===== config.mk =====
export PLATFORM = sky130hd
export DESIGN_NAME = pbecl_logger
export DESIGN_NICKNAME = d
export VERILOG_FILES = /design/src/hdl/pbecl_logger.v
export VERILOG_INCLUDE_DIRS = /design/src /design/src/common
export SDC_FILE = /design/constraint.sdc
export NUM_CORES = 1
export LEC_CHECK = 0
export BUFFER_PORTS_ARGS = -buffer_cell sky130_fd_sc_hd__clkbuf_2
export CAP_MARGIN = 20
export CORE_AREA = 4 4 223 225
export CTS_CLUSTER_SIZE = 14
export DETAILED_ROUTE_END_ITERATION = 16
export DIE_AREA = 0 0 227 229
export HOLD_SLACK_MARGIN = 0.1
export PLACE_DENSITY = 0.48
export SYNTH_ARGS = -nofsm -noshare
export SYNTH_HDL_FRONTEND = slang
export SYNTH_SLANG_ARGS = --single-unit

===== constraint.sdc =====
create_clock -name i_clk_sys -period 2.3 [get_ports i_clk_sys]
set_input_delay 0 -clock i_clk_sys [delete_from_list [all_inputs] [get_ports i_clk_sys]]
set_output_delay 0 -clock i_clk_sys [all_outputs]
set_load 0.005 [all_outputs]

===== src/common/pbecl_consts.vh =====
// Purpose: Constants for the I/O bus error classifier and logger
// Assumes: Included once per compilation unit by bare name
// Notes:   Codes are 5 bits; severity is a 2-bit class
`ifndef PBECL_CONSTS_VH
`define PBECL_CONSTS_VH

// ----------------------------------------
// Error codes
// ----------------------------------------
`define PBECL_CODE_NONE      5'h00
`define PBECL_CODE_GNT_IDLE  5'h01
`define PBECL_CODE_SC_ABORT  5'h02
`define PBECL_CODE_SC_MSG    5'h07
`define PBECL_CODE_AGP       5'h11
`define PBECL_CODE_REG_FAULT 5'h12
`define PBECL_CODE_SYS_ERR   5'h1f
`define PBECL_CODE_FATAL_MIN 5'h12

// ----------------------------------------
// Severity classes
// ----------------------------------------
`define PBECL_SEV_NONE  2'h0
`define PBECL_SEV_CORR  2'h1
`define PBECL_SEV_UNC   2'h2
`define PBECL_SEV_FATAL 2'h3

// ----------------------------------------
// Completion message log fields
// ----------------------------------------
`define PBECL_MSG_BYTECNT_BIT 31

// ----------------------------------------
// Grant watchdog, in i_clk_sys clocks
// ----------------------------------------
`define PBECL_GNT_LIMIT_CLKS 5'h0f

`endif


===== src/hdl/pbecl_logger.v =====
// Purpose: Classify I/O bus error events, capture first error context
// Assumes: Event inputs are one-cycle pulses from logic on i_clk_sys;
//          the system error pin and grant/start pins come from the bus
// Notes:   First error wins; later ones leave the logs and set the overflow flag
`timescale 1ns/100ps
`include "pbecl_consts.vh"

module pbecl_logger #(
  parameter ADDR_W = 64,
  parameter ATTR_W = 36,
  parameter MID_W  = 8,
  parameter MSG_W  = 32,
  parameter DATA_W = 64
) (
  input  wire              i_clk_sys,
  input  wire              i_rstn,
  // Bus pins, asynchronous to the block
  input  wire              i_serr_n,
  input  wire              i_gnt_active,
  input  wire              i_frame_start,
  input  wire [MID_W-1:0]  i_gnt_master,
  // Split completion events
  input  wire              i_dma_sc_abort,
  input  wire              i_sc_reqid_match,
  input  wire              i_sc_tag_match,
  input  wire              i_sc_seq_match,
  input  wire              i_sc_bytecnt_ok,
  input  wire              i_sc_valid,
  input  wire              i_sc_err_msg,
  input  wire              i_sc_msg_handled,
  // Register access and AGP events
  input  wire              i_reg_access,
  input  wire              i_reg_wdata_perr,
  input  wire              i_reg_chain_fault,
  input  wire [ADDR_W-1:0] i_reg_addr,
  input  wire              i_agp_mode,
  input  wire              i_agp_rsvd_cmd,
  input  wire              i_agp_fw_high,
  // Context from slave and master controllers
  input  wire [ADDR_W-1:0] i_slv_addr,
  input  wire [ATTR_W-1:0] i_slv_attr,
  input  wire [MID_W-1:0]  i_slv_master,
  input  wire [MSG_W-1:0]  i_slv_msg,
  input  wire [ADDR_W-1:0] i_mst_addr,
  // Software control
  input  wire              i_hard_fail_select,
  input  wire              i_log_clear,
  input  wire              i_arb_enable_set,
  input  wire              i_arch_clear,
  // Outputs
  output reg  [4:0]        o_error_code,
  output reg  [1:0]        o_error_sev,
  output reg               o_error_valid,
  output reg               o_error_overflow,
  output reg  [ADDR_W-1:0] o_inbound_addr_log,
  output reg  [ATTR_W-1:0] o_inbound_attr_log,
  output reg  [ADDR_W-1:0] o_outbound_addr_log,
  output reg  [MID_W-1:0]  o_offending_master_log,
  output reg  [MSG_W-1:0]  o_completion_message_log,
  output reg               o_arb_enable,
  output reg               o_fatal_mode,
  output reg               o_serr_out,
  output reg               o_sc_claim,
  output reg               o_fake_return,
  output reg               o_fake_hard_fail,
  output reg  [DATA_W-1:0] o_fake_data,
  output reg               o_reg_access_done,
  output reg               o_stat_unexp_sc,
  output reg               o_stat_rcv_sc_err,
  output reg               o_stat_sc_discard
);

  // ----------------------------------------
  // Pin synchronisers
  // ----------------------------------------
  reg [1:0]       serr_sync_q;
  reg [1:0]       gnt_sync_q;
  reg [1:0]       start_sync_q;
  reg [MID_W-1:0] mid_sync1_q;
  reg [MID_W-1:0] mid_sync2_q;
  reg [MID_W-1:0] gnt_master_q;
  reg             serr_seen_q;
  reg             gnt_q;

  // Two stages before use; only stage two is read
  // The system error edge is taken from stage two against its own delay
  always @(posedge i_clk_sys) begin
    if (!i_rstn) begin
      serr_sync_q  <= 2'h0;
      gnt_sync_q   <= 2'h0;
      start_sync_q <= 2'h0;
      serr_seen_q  <= 1'b0;
    end else begin
      serr_sync_q  <= {serr_sync_q[0], ~i_serr_n};
      gnt_sync_q   <= {gnt_sync_q[0], i_gnt_active};
      start_sync_q <= {start_sync_q[0], i_frame_start};
      serr_seen_q  <= serr_sync_q[1];
    end
  end

  // Master number rides its own two stages, in step with the grant, so
  // the capture on the synced grant edge never sees a half-settled bus
  always @(posedge i_clk_sys) begin
    if (!i_rstn) begin
      mid_sync1_q  <= {MID_W{1'b0}};
      mid_sync2_q  <= {MID_W{1'b0}};
      gnt_master_q <= {MID_W{1'b0}};
    end else begin
      mid_sync1_q <= i_gnt_master;
      mid_sync2_q <= mid_sync1_q;
      if (gnt_sync_q[1] && !gnt_q)
        gnt_master_q <= mid_sync2_q;
    end
  end

  // ----------------------------------------
  // Grant watchdog
  // ----------------------------------------
  // The count is taken on the synced pins, so it runs two clocks behind
  // the bus; grant and start pass equal stages and stay in step
  reg [4:0] gnt_cnt_q;
  reg       gnt_flagged_q;
  wire      gnt_idle_evt;

  // Counts idle grant clocks; reports once, never drops the grant
  always @(posedge i_clk_sys) begin
    if (!i_rstn) begin
      gnt_q         <= 1'b0;
      gnt_cnt_q     <= 5'h00;
      gnt_flagged_q <= 1'b0;
    end else begin
      gnt_q <= gnt_sync_q[1];
      if (!gnt_sync_q[1] || start_sync_q[1]) begin
        gnt_cnt_q     <= 5'h00;
        gnt_flagged_q <= 1'b0;
      end else if (gnt_cnt_q < `PBECL_GNT_LIMIT_CLKS) begin
        gnt_cnt_q <= gnt_cnt_q + 5'h01;
      end else begin
        gnt_flagged_q <= 1'b1;
      end
    end
  end

  assign gnt_idle_evt = gnt_sync_q[1] && !start_sync_q[1] && !gnt_flagged_q &&
                        (gnt_cnt_q == `PBECL_GNT_LIMIT_CLKS);

  // ----------------------------------------
  // Event decode
  // ----------------------------------------
  wire sc_unmatched = i_sc_valid && i_sc_reqid_match && !i_sc_tag_match;
  // Sequence identity includes the tag, so an unmatched tag never claims
  wire sc_badcount  = i_sc_valid && i_sc_seq_match && i_sc_tag_match &&
                      !i_sc_bytecnt_ok;
  // Byte count error takes precedence over a message on the same completion
  wire sc_msg_evt   = i_sc_valid && i_sc_seq_match && i_sc_bytecnt_ok &&
                      i_sc_err_msg && !i_sc_msg_handled;
  wire reg_fault    = i_reg_access && (i_reg_wdata_perr || i_reg_chain_fault);
  wire agp_evt      = i_agp_mode && (i_agp_rsvd_cmd || i_agp_fw_high);
  wire serr_evt     = serr_sync_q[1] && !serr_seen_q;
  // Both fake-return causes share one response path
  wire fake_evt     = sc_badcount || sc_msg_evt;

  // Priority select of one event per cycle, fatal first
  reg [4:0] ev_code;
  reg [1:0] ev_sev;
  reg       ev_any;
  reg       ld_in, ld_mid, ld_out, ld_msg, ld_regaddr;
  reg [MSG_W-1:0] ev_msg;

  always @* begin
    ev_code    = `PBECL_CODE_NONE;
    ev_sev     = `PBECL_SEV_NONE;
    ev_any     = 1'b1;
    ld_in      = 1'b0;
    ld_mid     = 1'b0;
    ld_out     = 1'b0;
    ld_msg     = 1'b0;
    ld_regaddr = 1'b0;
    ev_msg     = i_slv_msg;
    if (reg_fault) begin
      ev_code    = `PBECL_CODE_REG_FAULT;
      ev_sev     = `PBECL_SEV_FATAL;
      ld_regaddr = 1'b1;
    end else if (serr_evt) begin
      ev_code = `PBECL_CODE_SYS_ERR;
      ev_sev  = `PBECL_SEV_FATAL;
    end else if (agp_evt) begin
      ev_code = `PBECL_CODE_AGP;
      ev_sev  = `PBECL_SEV_FATAL;
    end else if (i_dma_sc_abort) begin
      ev_code = `PBECL_CODE_SC_ABORT;
      ev_sev  = `PBECL_SEV_CORR;
      ld_out  = 1'b1;
      ld_msg  = 1'b1;
    end else if (sc_unmatched) begin
      ev_code = `PBECL_CODE_SC_ABORT;
      ev_sev  = `PBECL_SEV_CORR;
      ld_in   = 1'b1;
      ld_mid  = 1'b1;
      ld_msg  = 1'b1;
    end else if (sc_badcount) begin
      ev_code = `PBECL_CODE_SC_MSG;
      ev_sev  = `PBECL_SEV_UNC;
      ld_in   = 1'b1;
      ld_mid  = 1'b1;
      ld_out  = 1'b1;
      ld_msg  = 1'b1;
      ev_msg  = {MSG_W{1'b0}};
      ev_msg[`PBECL_MSG_BYTECNT_BIT] = 1'b1;
    end else if (sc_msg_evt) begin
      ev_code = `PBECL_CODE_SC_MSG;
      ev_sev  = `PBECL_SEV_UNC;
      ld_out  = 1'b1;
      ld_msg  = 1'b1;
    end else if (gnt_idle_evt) begin
      ev_code = `PBECL_CODE_GNT_IDLE;
      ev_sev  = `PBECL_SEV_CORR;
      ld_mid  = 1'b1;
    end else begin
      ev_any = 1'b0;
    end
  end

  // Fatal class drives fatal mode; codes from 0x12 up are always raised
  // fatal, and the AGP error is fatal below that range, so a code compare
  // alone would leave the bus running after an AGP error
  wire ev_fatal = ev_any && (ev_sev == `PBECL_SEV_FATAL);

  // ----------------------------------------
  // Error status and auxiliary logs
  // ----------------------------------------
  // Same path in PCI and PCI-X mode; only the AGP mode input reaches it, through the AGP event
  always @(posedge i_clk_sys) begin
    if (!i_rstn) begin
      o_error_code             <= `PBECL_CODE_NONE;
      o_error_sev              <= `PBECL_SEV_NONE;
      o_error_valid            <= 1'b0;
      o_error_overflow         <= 1'b0;
      o_inbound_addr_log       <= {ADDR_W{1'b0}};
      o_inbound_attr_log       <= {ATTR_W{1'b0}};
      o_outbound_addr_log      <= {ADDR_W{1'b0}};
      o_offending_master_log   <= {MID_W{1'b0}};
      o_completion_message_log <= {MSG_W{1'b0}};
    end else if (ev_any && (!o_error_valid || i_log_clear)) begin
      // New event beats a clear in the same cycle
      o_error_code     <= ev_code;
      o_error_sev      <= ev_sev;
      o_error_valid    <= 1'b1;
      o_error_overflow <= 1'b0;
      // Unloaded logs keep stale content, don't-care for this code
      if (ld_in) begin
        o_inbound_addr_log <= i_slv_addr;
        o_inbound_attr_log <= i_slv_attr;
      end
      if (ld_mid)
        o_offending_master_log <= gnt_idle_evt && !sc_unmatched && !sc_badcount ?
                                  gnt_master_q : i_slv_master;
      if (ld_out)
        o_outbound_addr_log <= i_mst_addr;
      if (ld_regaddr)
        o_outbound_addr_log <= i_reg_addr;
      if (ld_msg)
        o_completion_message_log <= ev_msg;
    end else if (ev_any) begin
      o_error_overflow <= 1'b1;
    end else if (i_log_clear) begin
      o_error_valid    <= 1'b0;
      o_error_code     <= `PBECL_CODE_NONE;
      o_error_sev      <= `PBECL_SEV_NONE;
      o_error_overflow <= 1'b0;
    end
  end

  // ----------------------------------------
  // Fatal mode and arbitration enable
  // ----------------------------------------
  // Only software re-enables; fatal entry wins over a set
  // A set in the same cycle as a fatal event is lost; software repeats it
  always @(posedge i_clk_sys) begin
    if (!i_rstn) begin
      o_arb_enable <= 1'b1;
      o_fatal_mode <= 1'b0;
    end else if (ev_fatal) begin
      o_arb_enable <= 1'b0;
      o_fatal_mode <= 1'b1;
    end else if (i_arb_enable_set) begin
      o_arb_enable <= 1'b1;
      o_fatal_mode <= 1'b0;
    end
  end

  // ----------------------------------------
  // Completion responses and status bits
  // ----------------------------------------
  // One-cycle pulses toward the bus side; status bits are sticky, except the discard bit, held at zero
  always @(posedge i_clk_sys) begin
    if (!i_rstn) begin
      o_serr_out        <= 1'b0;
      o_sc_claim        <= 1'b0;
      o_fake_return     <= 1'b0;
      o_fake_hard_fail  <= 1'b0;
      o_fake_data       <= {DATA_W{1'b0}};
      o_reg_access_done <= 1'b0;
      o_stat_unexp_sc   <= 1'b0;
      o_stat_rcv_sc_err <= 1'b0;
      o_stat_sc_discard <= 1'b0;
    end else begin
      o_serr_out        <= i_dma_sc_abort;
      // Unmatched tag gets no claim, so no unexpected status either
      o_sc_claim        <= sc_badcount;
      o_fake_return     <= fake_evt;
      o_fake_hard_fail  <= fake_evt && i_hard_fail_select;
      // Hard fail carries no data, so the data word stays zero then
      o_fake_data       <= fake_evt && !i_hard_fail_select ?
                           {DATA_W{1'b1}} : {DATA_W{1'b0}};
      // Access completes even when faulted
      o_reg_access_done <= i_reg_access;
      // Hardware set wins over software clear
      o_stat_unexp_sc   <= sc_badcount || (o_stat_unexp_sc && !i_arch_clear);
      o_stat_rcv_sc_err <= sc_msg_evt || (o_stat_rcv_sc_err && !i_arch_clear);
      o_stat_sc_discard <= 1'b0;
    end
  end

endmodule


## Word-level counts from Yosys, hierarchy flattened

Index checks and enable logic that the tools add are counted.
W data, S select, Z words.

| storage, ports and cells | value |
|---|---|
| flip-flop bits (word level) | 324 |
| input port bits | 299 |
| output and inout port bits | 287 |
| logic and storage cells | 164 |

| cells by class | value |
|---|---|
| $add $sub $neg | 1 |
| magnitude comparators | 1 |
| eq/ne operators | 3 |
| muxes and demuxes | 74 |
| bitwise operators | 2 |
| reduce and logical (&&, ||, !) cells | 54 |

Operators with widths:

| kind | count |
|---|---|
| $mux W32 | 6 |
| $mux W64 | 3 |
| $mux W1 | 44 |
| $mux W5 | 6 |
| $logic_and A1 B1 Y1 | 23 |
| $mux W2 | 10 |
| $logic_not A1 Y1 | 13 |
| $mux W3 | 4 |
| $reduce_and A2 Y1 | 5 |
| $mux W8 | 1 |
| $reduce_bool A2 Y1 | 4 |
| $logic_or A1 B1 Y1 | 7 |
| $add A5 B1 Y5 const B | 1 |
| $eq A5 B4 Y1 const B | 1 |
| $lt A5 B4 Y1 const B | 1 |
| $reduce_or A2 Y1 | 2 |
| $eq A2 B2 Y1 const B | 1 |
| $ne A2 B1 Y1 const B | 1 |
| $not A1 Y1 | 2 |

## Depth between registers and ports, before layout

Gate-level depths: netlist of run 1.

| logic depth | value |
|---|---|
| depth in word-level cells | 15 |
| mapped depth | 10 |
| gate-level depth less buffers | 8 |

## Worst setup path before layout of run 1

OpenSTA, ideal clock, no wires.

| timing path | value |
|---|---|
| path kind | register to register |
| from | register gnt_cnt_q[0] |
| to | register o_outbound_addr_log[48] |
| library setup time | 0.146 ns |
| data arrival time | 2.132 ns |
| data required time | 2.154 ns |
| setup slack | 0.022 ns |
| cell stages (with the launch flop) | 11 |
| buffers on the path | 2 |
| clock period less this slack | 2.278 ns |
| cell sequence | dfxtp_1 -> ha_1 -> and3_1 -> ha_1 -> and4bb_2 -> a311oi_2 -> a41oi_2 -> buf_2 -> clkbuf_1 -> a21oi_1 -> a211oi_2 |

| between the ends | value |
|---|---|
| longest elaborated chain between the ends | 12 |

RTL lines:

| what | RTL line | text |
|---|---|---|
| start: declaration | pbecl_logger.v:121 | `reg [4:0] gnt_cnt_q;` |
| start signal: assignment | pbecl_logger.v:137 | `gnt_cnt_q <= gnt_cnt_q + 5'h01;` |
| $eq A5 B4 Y1 (no line) | n/a |  |
| $logic_and A1 B1 Y1 | pbecl_logger.v:144 | `assign gnt_idle_evt = gnt_sync_q[1] && !start_sync_q[1] && !gnt_flagged_q &&` |
| $mux W1 | pbecl_logger.v:215 | `end else if (gnt_idle_evt) begin` |
| $mux W1 | pbecl_logger.v:210 | `end else if (sc_msg_evt) begin` |
| $mux W1 | pbecl_logger.v:201 | `end else if (sc_badcount) begin` |
| $mux W1 | pbecl_logger.v:195 | `end else if (sc_unmatched) begin` |
| $mux W1 | pbecl_logger.v:190 | `end else if (i_dma_sc_abort) begin` |
| $mux W1 | pbecl_logger.v:187 | `end else if (agp_evt) begin` |
| $mux W1 | pbecl_logger.v:184 | `end else if (serr_evt) begin` |
| $mux W1 | pbecl_logger.v:180 | `if (reg_fault) begin` |
| $logic_and A1 B1 Y1 | pbecl_logger.v:244 | `end else if (ev_any && (!o_error_valid \|\| i_log_clear)) begin` |
| $reduce_and A2 Y1 (no line) | n/a |  |
| end signal: assignment | pbecl_logger.v:241 | `o_outbound_addr_log <= {ADDR_W{1'b0}};` |
| end signal: assignment | pbecl_logger.v:259 | `o_outbound_addr_log <= i_mst_addr;` |
| end signal: assignment | pbecl_logger.v:261 | `o_outbound_addr_log <= i_reg_addr;` |
| end: declaration | pbecl_logger.v:57 | `output reg [ADDR_W-1:0] o_outbound_addr_log,` |

Every way passes these cells.
A chain may end at the register's enable or synchronous reset.

## Worst setup path after layout of run 1

| timing path | value |
|---|---|
| from | input i_reg_wdata_perr |
| to | register o_outbound_addr_log[12] |

| between the ends | value |
|---|---|
| longest elaborated chain between the ends | 5 |
| elaborated cells between the ends (all ways) | 9 |
| classes of those cells | mux: 4; reduce/logical: 5 |

RTL lines:

| what | RTL line | text |
|---|---|---|
| start: declaration | pbecl_logger.v:33 | `input wire i_reg_wdata_perr,` |
| $logic_or A1 B1 Y1 (*) | pbecl_logger.v:157 | `wire reg_fault = i_reg_access && (i_reg_wdata_perr \|\| i_reg_chain_fault);` |
| $logic_and A1 B1 Y1 (*) | pbecl_logger.v:157 |  |
| $mux W1 | pbecl_logger.v:180 |  |
| $reduce_bool A2 Y1 (no line) or $logic_and A1 B1 Y1 (tied branches) | n/a |  |
| $reduce_and A2 Y1 (no line) | n/a |  |

Every way passes the cells marked *; elsewhere a longest branch is shown, timed or not.

==> flow_metrics.py, run 1 <==
metrics = {
    "timing": {
        "fin_setup_tns_ns": -3.41,
        "worst_slew_pin_slew_ns": 0.944,
        "max-slew-margin-rel_pct": 37.0,
        "worst_slack_ns": -0.0858,
        "post-route-min-period_ns": 2.39,
        "fin_crit_sh_pct": 104,
        "setup_viol": 64,
        "clock_skew_ns": 0.0250,
        "hold_violations": 0,
        "drv_slew": 0,
        "max_freq_mhz": 419,
        "rsz0062_at_grt": "true",
    },
    "setup_path": {
        "crit_fanout": 6,
        "worstSetupPathType": "input pin to flip-flop",
        "crit_path_end_kind": "flip-flop",
        "endpoint": "o_outbound_addr_log[12]$_SDFFE_PN0P_",
        "r2r-start": "gnt_cnt_q[0]$_SDFFE_PP0N_",
        "critPathMaxStageDelay_ns": 0.61,
        "rr_worst_depth": 10,
        "worstPathCellList": "dlygate4sd3_1, clkbuf_2, o21a_4, dlygate4sd3_1, nor2_1, a41oi_4, buf_12, and2_4, bufbuf_16, a211oi_2",
        "cp_data_arrival_time_ns": 2.86,
        "cp.required_ns": 2.78,
        "cp_common_cell": "dlygate4sd3_1",
        "critPathLaunchType": "input pin",
        "cp_slowest_cell": "dlygate4sd3_1",
        "reg2reg_slack_ns": -0.08,
        "timing.rr.end": "o_outbound_addr_log[12]$_SDFFE_PN0P_",
        "cp-startpoint": "i_reg_wdata_perr",
    },
    "cells_and_area": {
        "most-common-layout-cells": "584 x clkbuf_2, 325 x dlygate4sd3_1, 258 x dfxtp_1, 207 x nand2_1, 144 x a21oi_1",
        "layout_commonest_cell": "clkbuf_2",
        "drive_gt1_share_pct": 40.8,
        "area_growth_pct": 76.9,
        "nNetsFinal": 2260,
        "num-fill-cells": 4652,
        "fin_util_pct": 39.1,
    },
    "logic_synthesis": {
        "yosysSeqAreaShare_pct": 49.8,
        "synth_area_sq_um": 10500,
        "synth-edff-count": 0,
        "yosys_warnings": 0,
        "synth_nets": 1413,
        "yosys.area_share.simple_pct": 12.4,
        "synthAdderAreaFrac_pct": 0.238,
        "synthMuxAreaShare_pct": 7.72,
        "synth_top_family_by_area": "compound AO/OA/AOI/OAI gates",
        "syn-mean-instance-area_sq_um": 9.44,
        "synth_compound_area_share_pct": 21.2,
        "yosys.area_share.xor_xnor_pct": 0.0834,
        "ys.flop_type": "dfxtp_1",
        "async_flop_share_pct": 0,
        "synth_cell_types": 48,
        "ys_ff_latch": 261,
        "synthCells": 1112,
    },
    "grt": {
        "grt_overflow": 0,
        "grt_pass1_vias": 11900,
        "grt.total_usage_pct": 16.5,
        "grt_antenna_before_repair": 2,
        "grt_max_degree": 121,
        "grt_first_pass_wirelength_mm": 68.3,
    },
    "clocking": {
        "numCtsBuffers": 31,
        "max-clock-path-buffers": 3,
        "cts_root_buffer": "clkbuf_16",
        "cts_tree": "built",
        "clkTransAtPathRegs_ns": 0.06,
        "clkLatencyLatePin_ns": 0.57,
        "cts_sinks": 261,
        "ctsHtreeMaxLevel": 1,
    },
    "floorplan": {
        "die_x_um": 227,
        "start_util_pct": 22.1,
        "rows": 80,
        "die-area_sq_um": 52000,
        "pin_count": 586,
        "fp.dieH_um": 229,
        "core_sq_um": 47500,
    },
    "power": {
        "peakVddDrop_mv": 0.641,
        "p_per_area_nw_per_um2": 630,
        "p_leak_nw": 8.19,
    },
    "flow_run": {
        "max_cap_violations": 0,
    },
    "placed_design": {
        "place_ws_ns": -0.166,
        "place_congestion": 0.803,
        "numPortBuffers": 584,
        "dpl.hpwl_mm": 31.8,
    },
    "hold_path": {
        "hp-class": "input pin to flip-flop",
        "worstHoldStart": "i_slv_msg[23]",
    },
    "routing": {
        "vias": 11300,
        "drc": 0,
        "post_drt_wl_per_cell_um": 17.6,
        "first_pass_iters": 5,
        "drt-initial-drc-count": 410,
        "ant_nets": 0,
        "viasPerCell": 4.33,
        "routed_wl_mm": 45.8,
    },
    "outcome": {
        "violations": "negative setup slack",
        "status": "complete, but fails checks",
    },
}
synth_stat cells, drive strengths merged (3+ instances only):
cell type  count  area share, %
dfxtp        261             50
nand2        207            7.4
a21oi        184            8.8
buf          109            7.1
mux2i         81            7.7
a211oi        67            7.7
clkbuf        38            1.4
a22o          31            2.6
nor2          31            1.1
and2          26            1.5
o21ai         16           0.76
inv            6           0.21
nand2b         6           0.36
nor3           6           0.29
o21a           4           0.29
and3b          3           0.25
nand3b         3           0.21
nor2b          3           0.18
kinds of logic (layout without fill, tap and decap cells):
group | count (synthesis) | after routing
AOI/OAI and AO/OA | 314 | 314
and+or+nand+nor | 299 | 300
muxes | 81 | 81
adders and majority gates | 2 | 2
DFF | 261 | 261
xor gates and xnor gates | 1 | 1
buffers and inverters | 153 | 1022
other | 1 | 3
layer usage:
metal | wire, um | up-vias | track usage, % | share of wire, %
met5 | 0 | - | 0 | 0
li1 | - | 5481 | - | -
met4 | 1880 | 0 | 6.69 | 4.1
met3 | 3260 | 75 | 3.82 | 7.1
met1 | 17300 | 5249 | 17.6 | 38
met2 | 23400 | 451 | 31.1 | 51
worst max-delay path, delay by kind of cell:
family / cells / cell delay, ns
compound gates: 3 / 0.55
buf+inv: 5 / 1.78
simple gates: 2 / 0.52
final cells by class:
| cell class | count | area [sq um] | area share, % |
|---|---|---|---|
| Inverter | 6 | 27.5 | 0.148 |
| Timing Repair Buffer | 960 | 6910 | 37.2 |
| Sequential cell | 261 | 5230 | 28.1 |
| Clock buffer | 40 | 850 | 4.57 |
| Clock inverter | 16 | 103 | 0.552 |
| Tap cell | 615 | 769 | 4.14 |
| Multi-Input combinational cell | 699 | 4680 | 25.2 |
| Antenna cell | 2 | 5.00 | 0.0269 |
report_power, final:
part | switching [mW] | internal [mW] | leakage, nW
clock network | 1.98 | 2.60 | 0.470
registers | 0.146 | 4.75 | 2.13
logic | 1.01 | 1.23 | 5.59
flip-flops by register name, indices dropped and copies added (netlist names), 5 cells and up:
register                  cells
o_inbound_attr_log           36
o_completion_message_log     32
gnt_master_q                  8
o_inbound_addr_log           64
o_outbound_addr_log          64
gnt_cnt_q                     5
mid_sync1_q                   8
o_error_code                  5
o_offending_master_log        8
mid_sync2_q                   8
stage by stage:
step           total power [mW]  hold WS [ns]  area (sq um)  std cells
2_1_floorplan              5.72        0.0724         10500       1112
5_1_grt                    12.2         0.161         18600       2599
6_report                   11.7         0.167         18600       2599
3_3_place_gp               6.51         0.194         13800       2202
4_1_cts                    11.8         0.113         18400       2590
3_5_place_dp               6.53         0.200         13800       2202
how the worst min path moves through the flow:
stage                                           endpoint  slack, ns  cells after the start
2_1_floorplan                  serr_sync_q[0]$_SDFF_PN0_       0.07                      1
3_3_place_gp                   serr_sync_q[0]$_SDFF_PN0_       0.19                      2
3_5_place_dp                   serr_sync_q[0]$_SDFF_PN0_       0.20                      2
4_1_cts                        serr_sync_q[0]$_SDFF_PN0_       0.11                      3
5_1_grt        o_completion_message_log[23]$_SDFFE_PN0P_       0.16                      3
6_report       o_completion_message_log[23]$_SDFFE_PN0P_       0.17                      3
timing repair:
item                                    in CTS  in global routing
setup buffers                                1                  3
hold buffers                               325                  0
endpoints found under the setup margin      67                 80
gates cloned                                 6                  4
pin swaps                                    1                  3
gates resized for setup                     50                 13
endpoints found under the hold margin      240                  0
No activity file was read; power rests on OpenSTA's default activity.
==> inputs of run 2 (changes only) <==
--- a/config.mk
+++ b/config.mk
@@ -6,7 +6,7 @@
 export SDC_FILE = /design/constraint.sdc
 export NUM_CORES = 1
 export LEC_CHECK = 0
-export BUFFER_PORTS_ARGS = -buffer_cell sky130_fd_sc_hd__clkbuf_2
+export BUFFER_PORTS_ARGS = -buffer_cell sky130_fd_sc_hd__buf_2
 export CAP_MARGIN = 20
 export CORE_AREA = 4 4 223 225
 export CTS_CLUSTER_SIZE = 14
==> run 2 against run 1 <==
Net effect: the run still ends with negative setup slack left; clock skew is 0.0057 ns lower; final cell count is 0.35% higher; highest routed layer unchanged; routed wire length is 0.79% higher; largest cell class unchanged.
==> flow_metrics.py, run 2 (synthesis gave the netlist of run 1 again) <==
metrics = {
    "routing": {
        "wl_met3_mm": 3.32,
        "wl_met1_mm": 17.1,
        "vias": 11300,
        "viasPerCell": 4.33,
        "drc": 0,
        "post_drt_wl_per_cell_um": 17.7,
        "first_pass_iters": 4,
        "top_layer": "met4",
        "ant_nets": 0,
        "routed_wl_mm": 46.2,
        "drt-initial-drc-count": 386,
        "wl_met2_mm": 23.5,
    },
    "setup_path": {
        "crit_fanout": 12,
        "cp_data_arrival_time_ns": 2.85,
        "crit_path_end_kind": "flip-flop",
        "cp.required_ns": 2.78,
        "critPathLaunchType": "flip-flop",
        "worstSetupPathType": "flip-flop to flip-flop",
    },
    "cells_and_area": {
        "layout_commonest_cell": "buf_2",
        "most-common-layout-cells": "584 x buf_2, 331 x dlygate4sd3_1, 259 x dfxtp_1, 207 x nand2_1, 147 x a21oi_1",
        "area_growth_pct": 78.6,
        "num-fill-cells": 4661,
        "largest_registers": "o_inbound_addr_log x64, o_outbound_addr_log x64, o_inbound_attr_log x36",
        "nNetsFinal": 2267,
        "drive_gt1_share_pct": 40.9,
    },
    "floorplan": {
        "core_sq_um": 47500,
        "start_util_pct": 22.1,
        "die_x_um": 227,
        "rows": 80,
        "die-area_sq_um": 52000,
        "fp.dieH_um": 229,
        "pin_count": 586,
    },
    "power": {
        "seqPwrFrac_pct": 39.2,
        "finalPower_mw": 12.5,
        "switchingPower_mw": 3.16,
        "p_leak_nw": 8.44,
        "combPwrFrac_pct": 17.8,
        "p_int_mw": 9.30,
        "clkPwrFrac_pct": 43.0,
        "peakVddDrop_mv": 0.546,
        "p_per_area_nw_per_um2": 664,
        "swShare_pct": 25.3,
    },
    "outcome": {
        "violations": "negative setup slack",
        "status": "complete, but fails checks",
    },
    "timing": {
        "fin_crit_sh_pct": 103,
        "hold_violations": 0,
        "clock_skew_ns": 0.0193,
        "drv_slew": 0,
        "setup_viol": 46,
        "max-slew-margin-rel_pct": 66.2,
        "rsz0062_at_grt": "true",
        "post-route-min-period_ns": 2.37,
        "holdWs_ns": 0.0885,
        "worst_slack_ns": -0.0675,
        "max_freq_mhz": 422,
        "worst_slew_pin_slew_ns": 0.505,
    },
    "clocking": {
        "cts_tree": "built",
        "cts_sinks": 261,
        "max-clock-path-buffers": 3,
        "clkLatencyLatePin_ns": 0.57,
        "ctsHtreeMaxLevel": 1,
        "clkTransAtPathRegs_ns": 0.06,
        "numCtsBuffers": 30,
        "cts_root_buffer": "clkbuf_16",
    },
    "grt": {
        "grt_first_pass_wirelength_mm": 67.6,
        "grt_pass1_vias": 12000,
        "grt_antenna_before_repair": 3,
        "grt_max_degree": 89,
        "grt_overflow": 0,
        "grt.total_usage_pct": 16.4,
    },
    "placed_design": {
        "place_congestion": 0.827,
        "numPortBuffers": 584,
        "dpl.hpwl_mm": 32.1,
    },
    "hold_path": {
        "hp-class": "input pin to flip-flop",
    },
    "flow_run": {
        "max_cap_violations": 0,
    },
}
[run 2: changes by cell type in the layout (fill, tap and decap cells not counted), sizes merged, moves of 2 or more]
cell / before / now
clkinv: 11 / 9
dlygate4sd3: 325 / 331
clkbuf: 626 / 39
bufbuf: 2 / 0
bufinv: 0 / 7
buf: 47 / 634
[run 2: final timing paths]
path / start / endpoint / slack (ns) / cells past startpoint
worst max-delay path: gnt_cnt_q[1]$_SDFFE_PP0N_ / o_outbound_addr_log[57]$_SDFFE_PN0P_ / -0.07 / 10
worst min register to register: mid_sync1_q[3]$_SDFF_PN0_ / mid_sync2_q[3]$_SDFF_PN0_ / 0.43 / 1
worst min-delay path: i_reg_chain_fault / o_error_code[1]$_SDFFE_PN0P_ / 0.09 / 4
worst max register to register: gnt_cnt_q[1]$_SDFFE_PP0N_ / o_outbound_addr_log[57]$_SDFFE_PN0P_ / -0.07 / 10
[run 2: power groups by stage]
stage | combinational (mW) | clock, mW | sequential, mW
after floorplan | 0.754 | 0 | 4.96
after global placement | 1.54 | 0 | 4.96
after detailed placement | 1.57 | 0 | 4.96
after CTS | 2.12 | 5.53 | 4.87
after global routing | 2.39 | 5.70 | 4.90
final | 2.21 | 5.35 | 4.88
[run 2: per-stage QoR]
stage,setup WS [ns],TNS (ns),instance area (sq um),utilization (%),std cells
6_report,-0.0675,-1.03,18800,39.4,2608
5_1_grt,-0.163,-8.07,18800,39.4,2608
4_1_cts,-0.157,-6.92,18500,38.9,2597
3_5_place_dp,-0.232,-12.29,13800,29.1,2202
3_3_place_gp,-0.128,-5.79,13800,29.1,2202
2_1_floorplan,0.0221,0,10500,-,1112
[run 2: final cells by class]
class	instances	area [sq um]	share of cell area, %
antenna	3	7.51	0.0400
inverter	6	27.5	0.147
tap	615	769	4.10
sequential	261	5230	27.9
clock inverter	20	294	1.57
multi-input combinational	699	4670	24.9
clock buffer	36	825	4.40
timing repair buffer	968	6930	36.9
[run 2: repair_timing]
action                                 CTS  global route
resized for setup                       32            35
buffers inserted                         6             5
endpoints found under the hold margin  248             0
hold buffers                           332             0
gates cloned                             2             5
setup endpoints to repair               68            79
pin swaps                               10            13
[run 2: critical path, stage by stage (launching register included)]
cell and delay [ns]:
dfxtp_2 0.34, ha_4 0.16, and3_4 0.18, ha_4 0.14, and4bb_2 0.25, a311oi_4 0.27, a41oi_4 0.16, buf_12 0.18
and2_4 0.21, buf_12 0.18, a211oi_4 0.21
[run 2: per-layer routing]
metal / global-route usage [%] / vias to the layer above
met4: 7.53 / 0
li1: - / 5494
met5: 0 / -
met2: 30.8 / 462
met3: 3.98 / 93
met1: 17.1 / 5255
==> inputs of run 3 (changes only) <==
--- a/config.mk
+++ b/config.mk
@@ -13,6 +13,7 @@
 export DETAILED_ROUTE_END_ITERATION = 16
 export DIE_AREA = 0 0 227 229
 export HOLD_SLACK_MARGIN = 0.1
+export MAX_ROUTING_LAYER = met4
 export PLACE_DENSITY = 0.48
 export SYNTH_ARGS = -nofsm -noshare
 export SYNTH_HDL_FRONTEND = slang
==> run 3 against run 2 <==
Net effect: the flow still finishes with violations (negative setup slack); power hardly changed; worst setup slack improved by 0.0010 ns; critical path depth stayed put; clock skew about the same; worst hold slack gained 0.0028 ns; utilization about the same; die area stayed put; maximum frequency barely moved; count of clock-buffer cells in the layout unchanged; first-iteration DRC count decreased by 5.2%; design area is essentially flat; global-route usage grew 0.47 points; critical path type unchanged; highest routed layer unchanged.
==> flow_metrics.py, run 3 (synthesis gave the netlist of run 1 again) <==
metrics = {
    "clocking": {
        "max-clock-path-buffers": 3,
        "cts_sinks": 261,
        "ctsHtreeMaxLevel": 1,
        "clkTransAtPathRegs_ns": 0.06,
        "clkLatencyLatePin_ns": 0.57,
        "numCtsBuffers": 30,
        "cts_tree": "built",
        "cts_root_buffer": "clkbuf_16",
    },
    "routing": {
        "drt-initial-drc-count": 366,
        "first_pass_iters": 4,
        "vias": 11300,
        "ant_nets": 0,
        "viasPerCell": 4.33,
        "post_drt_wl_per_cell_um": 17.7,
        "routed_wl_mm": 46.1,
        "drc": 0,
    },
    "grt": {
        "grt_util_met1_pct": 17.2,
        "grt_max_degree": 89,
        "grt.total_usage_pct": 16.9,
        "grt_pass1_vias": 12000,
        "gr-max-usage-layer": "met2",
        "grt_use_met2_pct": 30.8,
        "grt_overflow": 0,
        "grt_first_pass_wirelength_mm": 67.5,
        "grt_antenna_before_repair": 3,
        "grt_util_met3_pct": 3.64,
    },
    "timing": {
        "max_freq_mhz": 423,
        "worst_slack_ns": -0.0665,
        "rsz0062_at_grt": "true",
        "worst_slew_pin_slew_ns": 0.510,
        "setup_viol": 46,
        "max-slew-margin-rel_pct": 66.0,
        "clock_skew_ns": 0.0196,
        "post-route-min-period_ns": 2.37,
        "drv_slew": 0,
        "fin_crit_sh_pct": 103,
        "hold_violations": 0,
    },
    "cells_and_area": {
        "layout_commonest_cell": "buf_2",
        "most-common-layout-cells": "584 x buf_2, 331 x dlygate4sd3_1, 259 x dfxtp_1, 207 x nand2_1, 147 x a21oi_1",
        "largest_registers": "o_inbound_addr_log x64, o_outbound_addr_log x64, o_inbound_attr_log x36",
        "fin_cells": 2607,
        "num-fill-cells": 4665,
        "nNetsFinal": 2266,
        "drive_gt1_share_pct": 40.9,
        "area_growth_pct": 78.4,
    },
    "placed_design": {
        "dpl.hpwl_mm": 32.1,
        "numPortBuffers": 584,
        "placed_cells": 2202,
        "place_congestion": 0.840,
    },
    "outcome": {
        "status": "complete, but fails checks",
        "violations": "negative setup slack",
    },
    "floorplan": {
        "rows": 80,
        "die_x_um": 227,
        "core_sq_um": 47500,
        "die-area_sq_um": 52000,
        "pin_count": 586,
        "fp.dieH_um": 229,
        "start_util_pct": 22.1,
    },
    "setup_path": {
        "critPathLaunchType": "flip-flop",
        "crit_fanout": 7,
        "worstSetupPathType": "flip-flop to flip-flop",
        "timing.rr.end": "o_error_sev[0]$_SDFFE_PN0P_",
        "reg2reg_slack_ns": -0.07,
        "cp.required_ns": 2.80,
        "crit_path_end_kind": "flip-flop",
        "rr_worst_depth": 10,
        "cp_data_arrival_time_ns": 2.87,
        "r2r-start": "gnt_cnt_q[1]$_SDFFE_PP0N_",
    },
    "power": {
        "p_leak_nw": 8.43,
        "p_per_area_nw_per_um2": 664,
        "peakVddDrop_mv": 0.546,
        "finalPower_mw": 12.4,
    },
    "hold_path": {
        "min_to": "o_error_code[1]$_SDFFE_PN0P_",
        "holdPathStages": 4,
        "hp-class": "input pin to flip-flop",
        "worstHoldStart": "i_reg_chain_fault",
    },
    "flow_run": {
        "max_cap_violations": 0,
    },
}
==> run 3: cell types whose count changed in the layout (fill, tap and decap cells not counted) <==
cell,change
a21oi_2,+1
buf_6,-1
a21oi_4,-1
==> run 3: area by class of cell <==
| type | instances | area, sq um | area share [%] |
|---|---|---|---|
| sequential | 261 | 5230 | 27.9 |
| antenna | 3 | 7.51 | 0.0401 |
| inverter | 6 | 27.5 | 0.147 |
| tap | 615 | 769 | 4.11 |
| multi-input combinational | 699 | 4670 | 24.9 |
| clock inverter | 20 | 294 | 1.57 |
| clock buffer | 36 | 825 | 4.40 |
| timing repair buffer | 967 | 6920 | 36.9 |
==> run 3: report_power, final <==
group	switching, mW	internal, mW	leakage [nW]
clock	2.02	3.34	0.545
combinational	1.00	1.20	5.75
sequential	0.138	4.74	2.13
==> run 3: worst max path at each step <==
stage                         startpoint                              endpoint  slack [ns]  depth (start not counted)
3_5_place_dp   gnt_cnt_q[0]$_SDFFE_PP0N_   o_outbound_addr_log[2]$_SDFFE_PN0P_       -0.23                         10
2_1_floorplan  gnt_cnt_q[0]$_SDFFE_PP0N_  o_outbound_addr_log[48]$_SDFFE_PN0P_        0.02                         10
4_1_cts        gnt_cnt_q[1]$_SDFFE_PP0N_   o_outbound_addr_log[6]$_SDFFE_PN0P_       -0.16                         10
3_3_place_gp   gnt_cnt_q[0]$_SDFFE_PP0N_   o_outbound_addr_log[3]$_SDFFE_PN0P_       -0.13                         10
5_1_grt        gnt_cnt_q[1]$_SDFFE_PP0N_          o_error_code[0]$_SDFFE_PN0P_       -0.17                         10
6_report       gnt_cnt_q[1]$_SDFFE_PP0N_           o_error_sev[0]$_SDFFE_PN0P_       -0.07                         10
==> run 3: per-stage QoR <==
step	utilization [%]	setup TNS (ns)	hold slack, ns	worst slack, ns	instance area, sq um
detailed placement	29.1	-12.29	0.197	-0.232	13800
global placement	29.1	-5.79	0.187	-0.128	13800
CTS	38.9	-6.92	0.104	-0.157	18500
finish	39.4	-1.06	0.0913	-0.0665	18700
global route	39.4	-7.88	0.126	-0.165	18700
floorplan	-	0	0.0724	0.0221	10500
==> run 3: metal layers <==
layer | routed length [um] | part of all wire [%]
met1 | 17100 | 37
met2 | 23500 | 51
met3 | 3210 | 7.0
met4 | 2210 | 4.8
met5 | 0 | 0
==> run 3: repair_timing <==
item,CTS,global route
pin swaps,10,11
hold endpoints to repair,248,0
gates cloned,2,5
endpoints found under the setup margin,68,80
setup buffers,6,4
hold buffers,332,0
gates resized for setup,32,33
==> run 3: critical path, cell delays in order (launching register included) <==
cell and delay [ns]:
dfxtp_2 0.34, ha_4 0.16, and3_4 0.18, ha_4 0.14, and4bb_2 0.25, a311oi_4 0.27
a41oi_4 0.16, buf_12 0.18, buf_12 0.12, or3b_1 0.37, a21oi_1 0.13
